[src/hw/tmc_defines.svh]
// constants of the 16-bit timer/event counter: offsets, fields, resets
// assumes inclusion by tmc_timer and by the bench
`ifndef TMC_DEFINES_SVH
`define TMC_DEFINES_SVH

`define TMC_OFS_MODE 8'h00
`define TMC_OFS_PRM 8'h04
`define TMC_OFS_CAPC 8'h08
`define TMC_OFS_OSC 8'h0c
`define TMC_OFS_CNT 8'h10
`define TMC_OFS_CCA 8'h14
`define TMC_OFS_CCB 8'h18
`define TMC_OFS_IST 8'h1c
`define TMC_OFS_IMSK 8'h20

`define TMC_MODE_OVF_BIT 0
`define TMC_MODE_LO_BIT 2
`define TMC_MODE_HI_BIT 3
`define TMC_PRM_PRESC_LSB 0
`define TMC_PRM_ESA_LSB 4
`define TMC_PRM_ESB_LSB 6
`define TMC_CAPC_A_BIT 0
`define TMC_CAPC_B_BIT 1
`define TMC_OSC_EN_BIT 0
`define TMC_OSC_TI_BIT 1
`define TMC_OSC_SWTRIG_BIT 2
`define TMC_IST_A_BIT 0
`define TMC_IST_B_BIT 1
`define TMC_IST_OVF_BIT 2

`define TMC_OPM_STOP 2'h0
`define TMC_OPM_FREE 2'h1
`define TMC_OPM_TIEDGE 2'h2
`define TMC_OPM_MATCH 2'h3

`define TMC_ES_FALL 2'h0
`define TMC_ES_RISE 2'h1
`define TMC_ES_NONE 2'h2
`define TMC_ES_BOTH 2'h3

`define TMC_CNT_MAX 16'hffff
`define TMC_RST_CFG 12'h000
`define TMC_RST_WORD 16'h0000

`endif

[src/hw/tmc_pkg.sv]
// types of the 16-bit timer/event counter
// assumes tmc_defines.svh for the field values
package tmc_pkg;
    typedef struct packed {
        logic [1:0] op_mode;
        logic [1:0] presc;
        logic [1:0] es_a;
        logic [1:0] es_b;
        logic cap_a;
        logic cap_b;
        logic os_en;
        logic os_ti;
    } tmc_cfg_t;

    typedef enum logic [1:0] {
        OS_IDLE,
        OS_ARMED,
        OS_ACTIVE
    } tmc_os_state_t;
endpackage

[src/hw/tmc_edge_det.sv]
// pin synchroniser and valid-edge detector for one timer input
// assumes pin is asynchronous to clk
`include "tmc_defines.svh"
module tmc_edge_det (
    input wire logic clk,
    input wire logic rst_n,
    input wire logic pin,
    input wire logic [1:0] edge_sel,
    input wire logic enable,
    output logic edge_pulse
);
    logic sync1_ff, sync2_ff, prev_ff;
    wire rise = sync2_ff && !prev_ff;
    wire fall = !sync2_ff && prev_ff;
    wire hit = (edge_sel == `TMC_ES_RISE) ? rise :
               (edge_sel == `TMC_ES_FALL) ? fall :
               (edge_sel == `TMC_ES_BOTH) ? (rise || fall) : 1'b0;

    always_ff @(posedge clk or negedge rst_n)
    begin
        if (!rst_n)
        begin
            sync1_ff <= 1'b0;
            sync2_ff <= 1'b0;
            prev_ff <= 1'b0;
            edge_pulse <= 1'b0;
        end
        else
        begin
            sync1_ff <= pin;
            sync2_ff <= sync1_ff;
            prev_ff <= sync2_ff;
            edge_pulse <= enable && hit;
        end
    end
endmodule

[src/hw/tmc_timer.sv]
// 16-bit timer/event counter with two compare/capture registers
// assumes a single-cycle register port master on clk
`include "tmc_defines.svh"
module tmc_timer (
    input wire logic clk,
    input wire logic rst_n,
    input wire logic [7:0] bus_addr,
    input wire logic [15:0] bus_wdata,
    input wire logic bus_wr,
    input wire logic bus_rd,
    output logic [15:0] bus_rdata,
    input wire logic timer_input_a,
    input wire logic timer_input_b,
    output logic pulse_out,
    output logic capture_match_irq_a,
    output logic capture_match_irq_b,
    output logic irq
);
    import tmc_pkg::*;

    tmc_cfg_t cfg_ff, nxt_cfg;
    tmc_os_state_t os_st_ff, nxt_os_st;
    logic [15:0] cnt_ff, nxt_cnt;
    logic [15:0] compare_capture_reg_a, nxt_cca;
    logic [15:0] compare_capture_reg_b, nxt_ccb;
    logic [2:0] div_ff;
    logic overflow_flag, nxt_ovf;
    logic ovf_hold_ff;
    logic [2:0] ist_ff, nxt_ist, imsk_ff;
    logic edge_a, edge_b;

    // bus decode
    wire wr_mode = bus_wr && bus_addr == `TMC_OFS_MODE;
    wire wr_prm = bus_wr && bus_addr == `TMC_OFS_PRM;
    wire wr_capc = bus_wr && bus_addr == `TMC_OFS_CAPC;
    wire wr_osc = bus_wr && bus_addr == `TMC_OFS_OSC;
    wire wr_cca = bus_wr && bus_addr == `TMC_OFS_CCA;
    wire wr_ccb = bus_wr && bus_addr == `TMC_OFS_CCB;
    wire wr_ist = bus_wr && bus_addr == `TMC_OFS_IST;
    wire wr_imsk = bus_wr && bus_addr == `TMC_OFS_IMSK;

    // mode and count clock
    wire run = cfg_ff.op_mode != `TMC_OPM_STOP;
    wire m_match = cfg_ff.op_mode == `TMC_OPM_MATCH;
    wire m_tiedge = cfg_ff.op_mode == `TMC_OPM_TIEDGE;
    wire [2:0] presc_mask = 3'(~(3'h7 << cfg_ff.presc));
    wire tick = run && ((div_ff & presc_mask) == presc_mask);

    tmc_edge_det u_edge_a (
        .clk(clk),
        .rst_n(rst_n),
        .pin(timer_input_a),
        .edge_sel(cfg_ff.es_a),
        .enable(run),
        .edge_pulse(edge_a)
    );

    tmc_edge_det u_edge_b (
        .clk(clk),
        .rst_n(rst_n),
        .pin(timer_input_b),
        .edge_sel(cfg_ff.es_b),
        .enable(run),
        .edge_pulse(edge_b)
    );

    // compare match; a zero value in reg a never matches in match mode
    wire zero_a = compare_capture_reg_a == `TMC_RST_WORD;
    wire match_a = cnt_ff == compare_capture_reg_a
                   && !(m_match && zero_a);
    wire match_b = cnt_ff == compare_capture_reg_b;
    wire cmp_a_evt = tick && !cfg_ff.cap_a && match_a;
    wire cmp_b_evt = tick && !cfg_ff.cap_b && match_b;
    // captures ignore the read strobe
    wire cap_a_evt = run && cfg_ff.cap_a && edge_b;
    wire cap_b_evt = run && cfg_ff.cap_b && edge_a;
    wire ev_a = cmp_a_evt || cap_a_evt;
    wire ev_b = cmp_b_evt || cap_b_evt;
    // also covers match clear at the top value
    wire ovf_evt = tick && cnt_ff == `TMC_CNT_MAX;
    wire clr_edge = m_tiedge && edge_a;

    always_comb
    begin
        nxt_cnt = cnt_ff;
        if (!run)
            nxt_cnt = `TMC_RST_WORD;
        else if (clr_edge)
            nxt_cnt = `TMC_RST_WORD;
        else if (tick)
            nxt_cnt = (m_match && cmp_a_evt) ? `TMC_RST_WORD
                                             : 16'(cnt_ff + 16'h1);
    end

    always_comb
    begin
        nxt_cfg = cfg_ff;
        if (wr_mode)
            nxt_cfg.op_mode = bus_wdata[`TMC_MODE_HI_BIT:`TMC_MODE_LO_BIT];
        if (wr_prm)
        begin
            nxt_cfg.presc = bus_wdata[`TMC_PRM_PRESC_LSB +: 2];
            nxt_cfg.es_a = bus_wdata[`TMC_PRM_ESA_LSB +: 2];
            nxt_cfg.es_b = bus_wdata[`TMC_PRM_ESB_LSB +: 2];
        end
        if (wr_capc)
        begin
            nxt_cfg.cap_a = bus_wdata[`TMC_CAPC_A_BIT];
            nxt_cfg.cap_b = bus_wdata[`TMC_CAPC_B_BIT];
        end
        if (wr_osc)
        begin
            nxt_cfg.os_en = bus_wdata[`TMC_OSC_EN_BIT];
            nxt_cfg.os_ti = bus_wdata[`TMC_OSC_TI_BIT];
        end
    end

    // capture wins over a write; capture registers read zero when stopped
    always_comb
    begin
        nxt_cca = compare_capture_reg_a;
        nxt_ccb = compare_capture_reg_b;
        if (cap_a_evt)
            nxt_cca = cnt_ff;
        else if (!run && cfg_ff.cap_a)
            nxt_cca = `TMC_RST_WORD;
        else if (wr_cca)
            nxt_cca = bus_wdata;
        if (cap_b_evt)
            nxt_ccb = cnt_ff;
        else if (!run && cfg_ff.cap_b)
            nxt_ccb = `TMC_RST_WORD;
        else if (wr_ccb)
            nxt_ccb = bus_wdata;
    end

    // overflow: set wins, clear ignored until the next count clock
    wire ovf_clr = wr_mode && !bus_wdata[`TMC_MODE_OVF_BIT] && !ovf_hold_ff;
    assign nxt_ovf = ovf_evt || (overflow_flag && !ovf_clr);
    wire [2:0] ev_vec = {ovf_evt, ev_b, ev_a};
    wire [2:0] w1c = wr_ist ? bus_wdata[2:0] : 3'h0;
    assign nxt_ist = (ist_ff & ~w1c) | ev_vec;

    // one-shot pulse: armed by trigger, high from match b to match a
    wire os_ok = cfg_ff.os_en && run && !m_match;
    wire sw_trig = wr_osc && bus_wdata[`TMC_OSC_SWTRIG_BIT];
    wire os_trig = sw_trig || (cfg_ff.os_ti && edge_a);

    always_comb
    begin
        nxt_os_st = os_st_ff;
        case (os_st_ff)
            OS_IDLE:
                if (os_trig)
                    nxt_os_st = OS_ARMED;
            OS_ARMED:
                if (tick && match_b)
                    nxt_os_st = OS_ACTIVE;
            OS_ACTIVE:
                if (tick && match_a)
                    nxt_os_st = OS_IDLE;
            default:
                nxt_os_st = OS_IDLE;
        endcase
        if (!os_ok)
            nxt_os_st = OS_IDLE;
    end

    // read mux
    wire [15:0] mode_rd = {12'h000, cfg_ff.op_mode, 1'b0, overflow_flag};
    wire [15:0] prm_rd = {8'h00, cfg_ff.es_b, cfg_ff.es_a, 2'h0, cfg_ff.presc};
    wire [15:0] rsel =
        (bus_addr == `TMC_OFS_MODE) ? mode_rd :
        (bus_addr == `TMC_OFS_PRM) ? prm_rd :
        (bus_addr == `TMC_OFS_CAPC) ? {14'h0, cfg_ff.cap_b, cfg_ff.cap_a} :
        (bus_addr == `TMC_OFS_OSC) ? {14'h0, cfg_ff.os_ti, cfg_ff.os_en} :
        (bus_addr == `TMC_OFS_CNT) ? cnt_ff :
        (bus_addr == `TMC_OFS_CCA) ? compare_capture_reg_a :
        (bus_addr == `TMC_OFS_CCB) ? compare_capture_reg_b :
        (bus_addr == `TMC_OFS_IST) ? {13'h0, ist_ff} :
        (bus_addr == `TMC_OFS_IMSK) ? {13'h0, imsk_ff} : 16'h0000;

    assign irq = |(ist_ff & imsk_ff);

    always_ff @(posedge clk or negedge rst_n)
    begin
        if (!rst_n)
        begin
            cfg_ff <= `TMC_RST_CFG;
            cnt_ff <= `TMC_RST_WORD;
            compare_capture_reg_a <= `TMC_RST_WORD;
            compare_capture_reg_b <= `TMC_RST_WORD;
            div_ff <= 3'h0;
            overflow_flag <= 1'b0;
            ovf_hold_ff <= 1'b0;
            ist_ff <= 3'h0;
            imsk_ff <= 3'h0;
            os_st_ff <= OS_IDLE;
            pulse_out <= 1'b0;
            bus_rdata <= 16'h0000;
            capture_match_irq_a <= 1'b0;
            capture_match_irq_b <= 1'b0;
        end
        else
        begin
            cfg_ff <= nxt_cfg;
            cnt_ff <= nxt_cnt;
            compare_capture_reg_a <= nxt_cca;
            compare_capture_reg_b <= nxt_ccb;
            div_ff <= run ? 3'(div_ff + 3'h1) : 3'h0;
            overflow_flag <= nxt_ovf;
            ovf_hold_ff <= ovf_evt || (ovf_hold_ff && !tick);
            ist_ff <= nxt_ist;
            imsk_ff <= wr_imsk ? bus_wdata[2:0] : imsk_ff;
            os_st_ff <= nxt_os_st;
            pulse_out <= nxt_os_st == OS_ACTIVE;
            bus_rdata <= bus_rd ? rsel : 16'h0000;
            capture_match_irq_a <= ev_a;
            capture_match_irq_b <= ev_b;
        end
    end

    chk_ovf_wrap: assert property (@(posedge clk) disable iff (!rst_n)
        ovf_evt |=> overflow_flag && ist_ff[`TMC_IST_OVF_BIT] && cnt_ff == 0)
        else $error("overflow not flagged on wrap");

    chk_ovf_hold: assert property (@(posedge clk) disable iff (!rst_n)
        ovf_hold_ff && wr_mode && !bus_wdata[`TMC_MODE_OVF_BIT]
        |=> overflow_flag)
        else $error("overflow cleared before count reached one");

    chk_capture_read: assert property (@(posedge clk) disable iff (!rst_n)
        cap_a_evt && bus_rd |=> compare_capture_reg_a == $past(cnt_ff)
            && ist_ff[`TMC_IST_A_BIT] && capture_match_irq_a
            ##1 !capture_match_irq_a)
        else $error("capture lost during read");

    chk_count_step: assert property (@(posedge clk) disable iff (!rst_n)
        tick && !clr_edge && !(m_match && cmp_a_evt)
        |=> cnt_ff == 16'($past(cnt_ff) + 16'h1))
        else $error("counter did not advance by one");

    chk_stop_clear: assert property (@(posedge clk) disable iff (!rst_n)
        !run && !wr_mode |=> cnt_ff == 0 && !pulse_out)
        else $error("counter moved while stopped");

    chk_zero_nomatch: assert property (@(posedge clk) disable iff (!rst_n)
        tick && m_match && zero_a && !cfg_ff.cap_a && !edge_a
        && cnt_ff != `TMC_CNT_MAX |=> cnt_ff != 0)
        else $error("zero compare value cleared the counter");

    chk_cap_stopped: assert property (@(posedge clk) disable iff (!rst_n)
        !run && cfg_ff.cap_a && !cap_a_evt |=> compare_capture_reg_a == 0)
        else $error("capture register held value while stopped");

    chk_os_mode: assert property (@(posedge clk) disable iff (!rst_n)
        m_match |=> os_st_ff == OS_IDLE ##1 !pulse_out)
        else $error("one-shot active in match mode");
endmodule

[config.mk]
export PLATFORM = sky130hd
export DESIGN_NAME = tmc_timer
export DESIGN_NICKNAME = d
export VERILOG_FILES = /design/src/hw/tmc_pkg.sv /design/src/hw/tmc_edge_det.sv /design/src/hw/tmc_timer.sv
export VERILOG_INCLUDE_DIRS = /design/src /design/src/hw
export SDC_FILE = /design/constraint.sdc
export NUM_CORES = 1
export LEC_CHECK = 0
export BUFFER_PORTS_ARGS = -buffer_cell sky130_fd_sc_hd__buf_2
export CORE_ASPECT_RATIO = 0.7
export CORE_MARGIN = 1
export CORE_UTILIZATION = 54
export CTS_CLUSTER_DIAMETER = 120
export DETAILED_ROUTE_END_ITERATION = 10
export PLACE_DENSITY = 0.8
export SKIP_CTS_REPAIR_TIMING = 1
export SLEW_MARGIN = 15
export SYNTH_ARGS = -nofsm -noshare
export SYNTH_HDL_FRONTEND = slang
export SYNTH_SLANG_ARGS = --single-unit
[constraint.sdc]
create_clock -name clk -period 1.98 [get_ports clk]
set_input_delay 0.198 -clock clk [delete_from_list [all_inputs] [get_ports clk]]
set_output_delay 0.198 -clock clk [all_outputs]
set_load 0.02 [all_outputs]
==> results of run 1 <==
registers in the layout (all words and copies together) (netlist names), 2 cells and up, named ones only:
register	count
compare_capture_reg_a	16
div_ff	3
os_st_ff	2
compare_capture_reg_b	16
ist_ff	3
bus_rdata	16
cfg_ff	12
imsk_ff	3
cnt_ff	16
power groups by stage:
stage | logic, mW | clock network, mW | registers, mW
2_1_floorplan | 0.612 | 0 | 2.63
3_3_place_gp | 1.15 | 0 | 2.66
3_5_place_dp | 1.20 | 0 | 2.67
4_1_cts | 1.21 | 1.82 | 2.64
5_1_grt | 1.40 | 1.90 | 2.68
6_report | 1.28 | 1.80 | 2.65
metrics by stage:
| step | power [mW] | utilization | instance area (sq um) | TNS [ns] |
|---|---|---|---|---|
| 3_3_place_gp | 3.81 | 0.647 | 5960 | -0.969 |
| 3_5_place_dp | 3.87 | 0.647 | 5960 | -3.02 |
| 2_1_floorplan | 3.24 | - | 5240 | -0.274 |
| 5_1_grt | 5.98 | 0.692 | 6380 | -3.36 |
| 4_1_cts | 5.67 | 0.679 | 6260 | -3.29 |
| 6_report | 5.74 | 0.692 | 6380 | -1.72 |
layer usage:
metal,up-vias,wire length [um]
li1,2126,-
met1,2358,6420
met2,340,6720
met3,40,1970
met4,0,376
met5,-,0
Yosys cell counts (6+ instances only):
master    count  area [sq um]
xor2_1       35           307
nand2_1      76           285
nand4_1       7          43.8
buf_2         8          40.0
inv_1        15          56.3
dfrtp_1     100          2500
nor4_1       12          75.1
mux2_2       15           169
a222oi_1     13           130
a22oi_1      34           255
nor2_1       28           105
o21ai_0      43           215
nand3_1      17          85.1
clkbuf_1     21          78.8
mux2i_1       6          60.1
a21oi_1      14          70.1
a31oi_1       6          37.5
ha_1          6          75.1
cell families (layout without fill, tap and decap cells):
kind of cell    Yosys count  after routing  share of synthesized area
xor+xnor                 38             38                     0.0636
mux                      22             22                     0.0481
simple gates            172            172                      0.156
flops                   100            100                      0.478
buf+inv                  53            151                     0.0507
compound gates          144            144                      0.188
fa+ha+maj                 6              6                     0.0144
worst max path at each step:
stage | from | to | depth (start not counted)
finish | compare_capture_reg_a[2]$_DFFE_PN0P_ | cnt_ff[7]$_DFFE_PN0P_ | 6
global route | compare_capture_reg_a[0]$_DFFE_PN0P_ | cnt_ff[7]$_DFFE_PN0P_ | 6
detailed placement | compare_capture_reg_a[11]$_DFFE_PN0P_ | cnt_ff[14]$_DFFE_PN0P_ | 6
global placement | compare_capture_reg_a[4]$_DFFE_PN0P_ | cnt_ff[11]$_DFFE_PN0P_ | 7
floorplan | cfg_ff[8]$_DFFE_PN0P_ | cnt_ff[1]$_DFFE_PN0P_ | 6
CTS | compare_capture_reg_a[0]$_DFFE_PN0P_ | cnt_ff[14]$_DFFE_PN0P_ | 6
critical path: cells and delay by family, from the launching register on:
family,cells,cell delay (ns)
compound gates,2,0.33
simple gates,3,1.08
flops,1,0.42
xor+xnor,1,0.18
area by class of cell:
type	count	share of cell area
multi-input combinational	382	0.399
clock inverter	4	0.00765
inverter	15	0.00883
tap	124	0.0243
clock buffer	11	0.0396
sequential	100	0.392
timing repair buffer	121	0.128
placed cells by master (no fill, tap or decap), types with 4 or more instances in the layout:
master       n
xor2_1      34
ha_1         6
o21ai_1      5
nand2b_1     4
nor4_2       5
clkbuf_16    9
a22oi_1     34
inv_1       15
buf_2       48
nor2_1      26
buf_4       67
o31ai_1      4
mux2i_1      6
nand2_1     76
a222oi_1    13
nand4_1      7
dfrtp_1    100
o21ai_0     40
nor3_1       4
nor4_1       9
mux2_2      15
a21oi_1     13
a31oi_1      6
nand3_1     17
==> flow_summary.toml, run 1 <==
[floorplanning]
fp.dieW_um = 120
floorplan.die_area_sq_um = 10100
start_util = 0.567
rows = 29
fp.dieH_um = 84.3
pin_count = 50
coreArea_sq_um = 9220

[timing]
relSlewSlack = 0.423
layout_min_cycle_time_ns = 2.13
final-hold-violation-count = 0
whs_ns = 0.129
slew_viol_final = 0
finClkSkew_ns = 0.00474
setup_viol = 16
worst_slew_pin_slew_ns = 0.864
finalCritPeriodShare = 1.07
rsz0062_at_grt = "true"
timing.fmax_ghz = 0.471
fin_ws_ns = -0.145

[clock_network]
cts-root-buf = "clkbuf_16"
cts_buffer_depth = 2
htree_levels = 3
clk_pin_slew_worst_paths_ns = 0.07
cts-buffers-inserted = 9
cts_tree = "done"
clock_sinks = 100
clkLatencyLatePin_ns = 0.35

[place]
pre_cts_ws_ns = -0.159
placed_cells = 737
io_buffers = 49
dp_hpwl_um = 11000
place_congestion = 0.953

[final_layout]
syn_to_final_growth_pct = 22.0
n_fill_cell = 690
fin_nets = 665
post_route_cells_drive_above_1_share = 0.270
diodes = 0
final_cells = 757
multi_input_area_sq_um = 2550
seq_area_sq_um = 2500

[power]
seqPwrFrac = 0.462
max-vdd-ir-drop_mv = 0.676
leakage_nw = 3.13
clockPowerShare = 0.314
p_sw_frac = 0.306
power_density_nw_per_um2 = 899
power_switching_mw = 1.76
combPwrFrac = 0.224
internal_power_mw = 3.98

[hold_path]
hp-start = "bus_wdata[4]"
whs_endpoint = "cfg_ff[6]$_DFFE_PN0P_"
worstHoldPathCells = 2
hold_class = "in2reg"

[critical_path]
r2r_setup_slack_ns = -0.15
cp.arrival_ns = 2.36
rr_startpoint = "compare_capture_reg_a[2]$_DFFE_PN0P_"
worstSetupStartpointType = "flop"
crit_path_cell_trace = "xor2_1 > nor4_1 > nand4_1 > or4_4 > a31oi_1 > o22ai_1"
reg2regPathDepth = 6
cp_max_fo = 16
critPathRequiredTime_ns = 2.21
crit_path_top_delay_cell = "or4_4"
critical_path_class = "reg2reg"
r2r_end = "cnt_ff[7]$_DFFE_PN0P_"
critPathMaxStageDelay_ns = 0.59
end_kind = "flop"

[drt]
vias_per_cell = 6.43
wirelength_um = 15500
drt-wirelength-per-cell_um = 20.4
drt_pass1_iterations = 8
dr_total_vias = 4864
drtIter0Drc = 703
drc_errors = 0
final_antenna_net_count = 0

[grt]
grt_pass1_wl_um = 24100
grt_pass1_vias = 4595
overflow = 0
antenna_found_initial = 0
grt.busiest_layer = "met2"
grt.total_usage = 0.315
use_met1 = 0.447
grtUsageMet2 = 0.451
grt_max_degree = 70
use_met3 = 0.103

[synthesis]
synth_edf_count = 0
yosysUniqueCellTypes = 58
synthCells = 535
synthesis.nets = 571
yosysWarningCount = 0
netlist_area_sq_um = 5230
synth_seq_area_share = 0.478
syn_avg_cell_area_sq_um = 9.78
synthFlopType = "dfrtp_1"
synth-seq-cells = 100
synthArstFlopShare = 1.00

[job]
maxCapViolCount = 0

[outcome]
status = "finished with violations"
violations = "setup timing"
No activity file was read; power rests on OpenSTA's default activity.
==> run 2, diff against run 1 <==
--- a/config.mk
+++ b/config.mk
@@ -12,7 +12,7 @@
 export CORE_UTILIZATION = 54
 export CTS_CLUSTER_DIAMETER = 120
 export DETAILED_ROUTE_END_ITERATION = 10
-export PLACE_DENSITY = 0.8
+export PLACE_DENSITY = 0.85
 export SKIP_CTS_REPAIR_TIMING = 1
 export SLEW_MARGIN = 15
 export SYNTH_ARGS = -nofsm -noshare
==> run 2 against run 1 <==
  * The run still ends with setup timing left
  * Count of clock-buffer cells in the layout increased by 1
  * Cell area increased by 1.6%
  * Sequential power about the same
  * Sequential share of layout area decreased by 0.61 points
  * Hold slack improved by 0.012 ns
  * Highest routed layer unchanged
  * Clock skew increased by 0.0025 ns
  * Setup slack got worse by 0.072 ns
  * Total power increased by 4.7%
  * Non-clock buffer count decreased by 1
  * Via count increased by 0.95%
  * Clock power increased by 8%
==> flow_summary.toml, run 2 (synthesized netlist as in run 1, its figures left out) <==
[clock_network]
clock_sinks = 100
cts-root-buf = "clkbuf_16"
clkLatencyLatePin_ns = 0.35
cts_buffer_depth = 2
cts-buffers-inserted = 9
htree_levels = 3
cts_tree = "done"
clk_pin_slew_worst_paths_ns = 0.07

[critical_path]
critPathMaxStageDelay_ns = 0.59
worstSetupStartpointType = "flop"
end_kind = "flop"
crit_path_top_delay_cell = "or4_4"
cp_max_fo = 8
cp.arrival_ns = 2.41
critPathRequiredTime_ns = 2.20
critical_path_class = "reg2reg"
crit_path_cell_trace = "xor2_1 > nor4_2 > nand4_1 > or4_4 > a31oi_1 > o21ai_1"

[drt]
drt_pass1_iterations = 7
wirelength_um = 16500
final_antenna_net_count = 0
drt-wirelength-per-cell_um = 21.8
vias_per_cell = 6.47
drc_errors = 0
drtIter0Drc = 737
dr_total_vias = 4910

[final_layout]
post_route_cells_drive_above_1_share = 0.283
syn_to_final_growth_pct = 23.9
final_area_sq_um = 6480
final_cell_mix = "dfrtp_1 (100), nand2_1 (76), buf_4 (67)"
fin_nets = 666
diodes = 0
final_cells = 759
final_common_cell = "dfrtp_1"

[place]
placed_cells = 735
io_buffers = 49
dp_hpwl_um = 10900
place_area_sq_um = 5950
place_congestion = 0.935

[hold_path]
hold_class = "in2reg"

[timing]
worst_slew_pin_slew_ns = 0.900
rsz0062_at_grt = "true"
timing.fmax_ghz = 0.455
slew_viol_final = 0
finClkSkew_ns = 0.00719
setup_viol = 23
layout_min_cycle_time_ns = 2.20
relSlewSlack = 0.396
finalCritPeriodShare = 1.11
final-hold-violation-count = 0
fin_ws_ns = -0.217

[power]
internal_power_mw = 4.17
seqPwrFrac = 0.442
p_sw_frac = 0.305
power_density_nw_per_um2 = 926
leakage_nw = 3.16
max-vdd-ir-drop_mv = 0.662
power_switching_mw = 1.83
combPwrFrac = 0.232
clockPowerShare = 0.326

[floorplanning]
rows = 29
fp.dieW_um = 120
coreArea_sq_um = 9220
start_util = 0.567
fp.dieH_um = 84.3
pin_count = 50
floorplan.die_area_sq_um = 10100

[grt]
overflow = 0
grt_max_degree = 69
grt_pass1_wl_um = 25000
grt_pass1_vias = 4741
grt.total_usage = 0.327
antenna_found_initial = 0

[job]
maxCapViolCount = 0

[outcome]
status = "finished with violations"
violations = "setup timing"
-- run 2: area by class of cell --
| type | instances | area, sq um |
|---|---|---|
| Tap cell | 124 | 155 |
| Sequential cell | 100 | 2500 |
| Timing Repair Buffer | 120 | 805 |
| Clock buffer | 12 | 267 |
| Multi-Input combinational cell | 384 | 2630 |
| Clock inverter | 4 | 70.1 |
| Inverter | 15 | 56.3 |
| Fill cell | 665 | 2740 |
-- run 2: path summary, 6_finish.rpt --
path                                        startpoint                              endpoint  slack [ns]  cells past startpoint
setup reg to reg                cnt_ff[11]$_DFFE_PN0P_                 cnt_ff[9]$_DFFE_PN0P_       -0.22                      6
min in group asynchronous                        rst_n  compare_capture_reg_b[9]$_DFFE_PN0P_        0.40                      3
hold reg to reg            u_edge_b.sync1_ff$_DFF_PN0_           u_edge_b.sync2_ff$_DFF_PN0_        0.35                      0
max in group asynchronous                        rst_n                   div_ff[2]$_DFF_PN0_        1.24                      3
hold / removal                            bus_wdata[4]                 cfg_ff[6]$_DFFE_PN0P_        0.14                      2
setup / recovery                cnt_ff[11]$_DFFE_PN0P_                 cnt_ff[9]$_DFFE_PN0P_       -0.22                      6
-- run 2: metrics by stage --
step                hold WS [ns]  TNS, ns   util  power [mW]  worst slack (ns)
finish                     0.142    -2.61  0.703        6.00            -0.217
global route               0.139    -3.87  0.703        6.23            -0.254
CTS                       -0.121    -5.81  0.682        5.85            -0.246
detailed placement         0.241    -4.51  0.645        3.89            -0.204
global placement           0.235    -1.88  0.645        3.83            -0.131
floorplan                -0.0976   -0.274      -        3.24           -0.0767
-- run 2: critical path: cells and delay by family (launching register included) --
family	cells	cell delay [ns]
compound gates	2	0.36
simple gates	3	1.16
flops	1	0.39
xor+xnor	1	0.17
-- run 2: power groups by stage --
stage               Combinational (mW)  Clock (mW)  Sequential [mW]
CTS                               1.24        1.97             2.64
detailed placement                1.22           0             2.67
global route                      1.49        2.06             2.68
floorplan                        0.612           0             2.63
global placement                  1.17           0             2.66
finish                            1.39        1.95             2.66
-- run 2: per-layer routing --
layer	up-vias	routed length [um]	track usage
li1	2131	-	-
met1	2354	6340	0.446
met2	364	7370	0.485
met3	61	2320	0.112
met4	0	511	0.118
met5	-	0	0
==> run 3, diff against run 2 <==
--- a/config.mk
+++ b/config.mk
@@ -9,10 +9,11 @@
 export BUFFER_PORTS_ARGS = -buffer_cell sky130_fd_sc_hd__buf_2
 export CORE_ASPECT_RATIO = 0.7
 export CORE_MARGIN = 1
-export CORE_UTILIZATION = 54
+export CORE_UTILIZATION = 58
 export CTS_CLUSTER_DIAMETER = 120
 export DETAILED_ROUTE_END_ITERATION = 10
-export PLACE_DENSITY = 0.85
+export PLACE_DENSITY = 0.86
+export SETUP_SLACK_MARGIN = 0.4
 export SKIP_CTS_REPAIR_TIMING = 1
 export SLEW_MARGIN = 15
 export SYNTH_ARGS = -nofsm -noshare
==> constraint.sdc (replaced) <==
create_clock -name clk -period 2.7 [get_ports clk]
set_input_delay 0.27 -clock clk [delete_from_list [all_inputs] [get_ports clk]]
set_output_delay 0.27 -clock clk [all_outputs]
set_load 0.02 [all_outputs]
==> run 3 against run 2 <==
  * The run now ends clean
  * Register-to-register slack gained 0.59 ns
  * Flip-flop and latch count is the same
  * Non-clock buffer count shrank 36
  * Combinational power shrank 46%
  * Critical path type unchanged
  * Critical endpoint is now cnt_ff[6]$_DFFE_PN0P_
  * Largest cell class is now sequential cells
  * Highest routed layer unchanged
==> flow_summary.toml, run 3 (synthesized netlist as in run 1, its figures left out) <==
[final_layout]
diodes = 0
final_area_sq_um = 6070
syn_to_final_growth_pct = 16.0
n_fill_cell = 599
multi_input_area_sq_um = 2510
final_cell_mix = "dfrtp_1 (96), nand2_1 (76), buf_2 (48)"
seq_area_sq_um = 2510
final_common_cell = "dfrtp_1"
post_route_cells_drive_above_1_share = 0.225
fin_nets = 628

[hold_path]
hold_class = "in2async"

[critical_path]
cp.arrival_ns = 2.54
crit_path_top_delay_cell = "or4_4"
r2r_setup_slack_ns = 0.37
critPathRequiredTime_ns = 2.92
critical_path_class = "reg2reg"
crit_path_cell_trace = "xor2_1 > nor4_2 > nand4_1 > or4_4 > buf_8 > a31oi_1 > o21ai_0"
path_delay_family = "simple AND/OR/NAND/NOR gates"
rr_startpoint = "compare_capture_reg_a[8]$_DFFE_PN0P_"
cp_max_fo = 16
critPathMaxStageDelay_ns = 0.56
cp-startpoint = "compare_capture_reg_a[8]$_DFFE_PN0P_"
end_kind = "flop"
worstSetupStartpointType = "flop"
crit_cells = 7
critPathBufInv = 1
reg2regPathDepth = 7

[power]
p_sw_frac = 0.303
max-vdd-ir-drop_mv = 0.324
seqPwrFrac = 0.486
clockPowerShare = 0.334
power.total_mw = 4.13
leakage_nw = 2.93
power_density_nw_per_um2 = 681
combPwrFrac = 0.180
power_switching_mw = 1.25
internal_power_mw = 2.88

[timing]
fin_tns_setup_ns = 0
slew_viol_final = 0
relSlewSlack = 0.456
timing.fmax_ghz = 0.430
worst_slew_pin_slew_ns = 0.816
finClkSkew_ns = 0.00574
final-hold-violation-count = 0
layout_min_cycle_time_ns = 2.33
finalCritPeriodShare = 0.861
whs_ns = 0.00254
rsz0062_at_grt = "true"
setup_viol = 0
fin_ws_ns = 0.375

[clock_network]
cts-buffers-inserted = 9
clock_sinks = 100
clkLatencyLatePin_ns = 0.35
cts_tree = "done"
cts_buffer_depth = 2
clk_pin_slew_worst_paths_ns = 0.07
cts-root-buf = "clkbuf_16"
htree_levels = 3

[floorplanning]
fp.dieH_um = 81.5
coreArea_sq_um = 8580
start_util = 0.609
fp.dieW_um = 116
rows = 28
floorplan.die_area_sq_um = 9410
pin_count = 50

[grt]
grt_max_degree = 64
grt_pass1_wl_um = 23200
antenna_found_initial = 0
grt.total_usage = 0.336
overflow = 0
grt_pass1_vias = 4461

[outcome]
status = "completed"

[place]
dp_hpwl_um = 10200
place_congestion = 0.930
place_area_sq_um = 5660
io_buffers = 49
pre_cts_ws_ns = 0.308

[drt]
dr_total_vias = 4741
final_antenna_net_count = 0
drc_errors = 0
wirelength_um = 14900
vias_per_cell = 6.62
drt_pass1_iterations = 8
drtIter0Drc = 867
drt-wirelength-per-cell_um = 20.8

[job]
maxCapViolCount = 0
[run 3: worst paths after layout]
check / end
min reg2reg: u_edge_a.sync2_ff$_DFF_PN0_
max in group asynchronous: pulse_out$_DFF_PN0_
max: cnt_ff[6]$_DFFE_PN0P_
max reg2reg: cnt_ff[6]$_DFFE_PN0P_
min in group clk: u_edge_b.sync1_ff$_DFF_PN0_
min: bus_rdata[12]$_DFF_PN0_
[run 3: power by group through the flow]
stage | Clock [mW] | Sequential (mW) | Combinational, mW
2_1_floorplan | 0 | 1.93 | 0.446
3_3_place_gp | 0 | 2.01 | 0.628
3_5_place_dp | 0 | 2.02 | 0.657
4_1_cts | 1.40 | 1.99 | 0.664
5_1_grt | 1.45 | 2.03 | 0.820
6_report | 1.38 | 2.01 | 0.745
[run 3: layout make-up]
| class | count | share of cell area |
|---|---|---|
| Multi-Input combinational cell | 382 | 0.413 |
| Sequential cell | 100 | 0.413 |
| Clock inverter | 4 | 0.0122 |
| Clock buffer | 11 | 0.0400 |
| Inverter | 15 | 0.00928 |
| Tap cell | 120 | 0.0247 |
| Timing Repair Buffer | 84 | 0.0874 |
[run 3: layer usage]
layer / wire length, um / part of all wire / GRT usage / vias up
met5: 0 / 0 / 0 / -
met1: 5850 / 0.39 / 0.472 / 2260
met3: 2090 / 0.14 / 0.0959 / 52
met4: 473 / 0.032 / 0.140 / 0
li1: - / - / - / 2051
met2: 6490 / 0.44 / 0.489 / 378
[run 3: per-stage QoR]
stage,std cells,util
2_1_floorplan,535,-
5_1_grt,716,0.707
6_report,716,0.707
4_1_cts,710,0.696
3_3_place_gp,695,0.659
3_5_place_dp,695,0.659
[run 3: worst register-to-register path, stage by stage, from the launching register on]
cell     delay (ns)
dfrtp_2        0.46
xor2_1         0.18
nor4_2         0.35
nand4_1        0.17
or4_4          0.56
buf_8          0.18
a31oi_1        0.18
o21ai_0        0.12
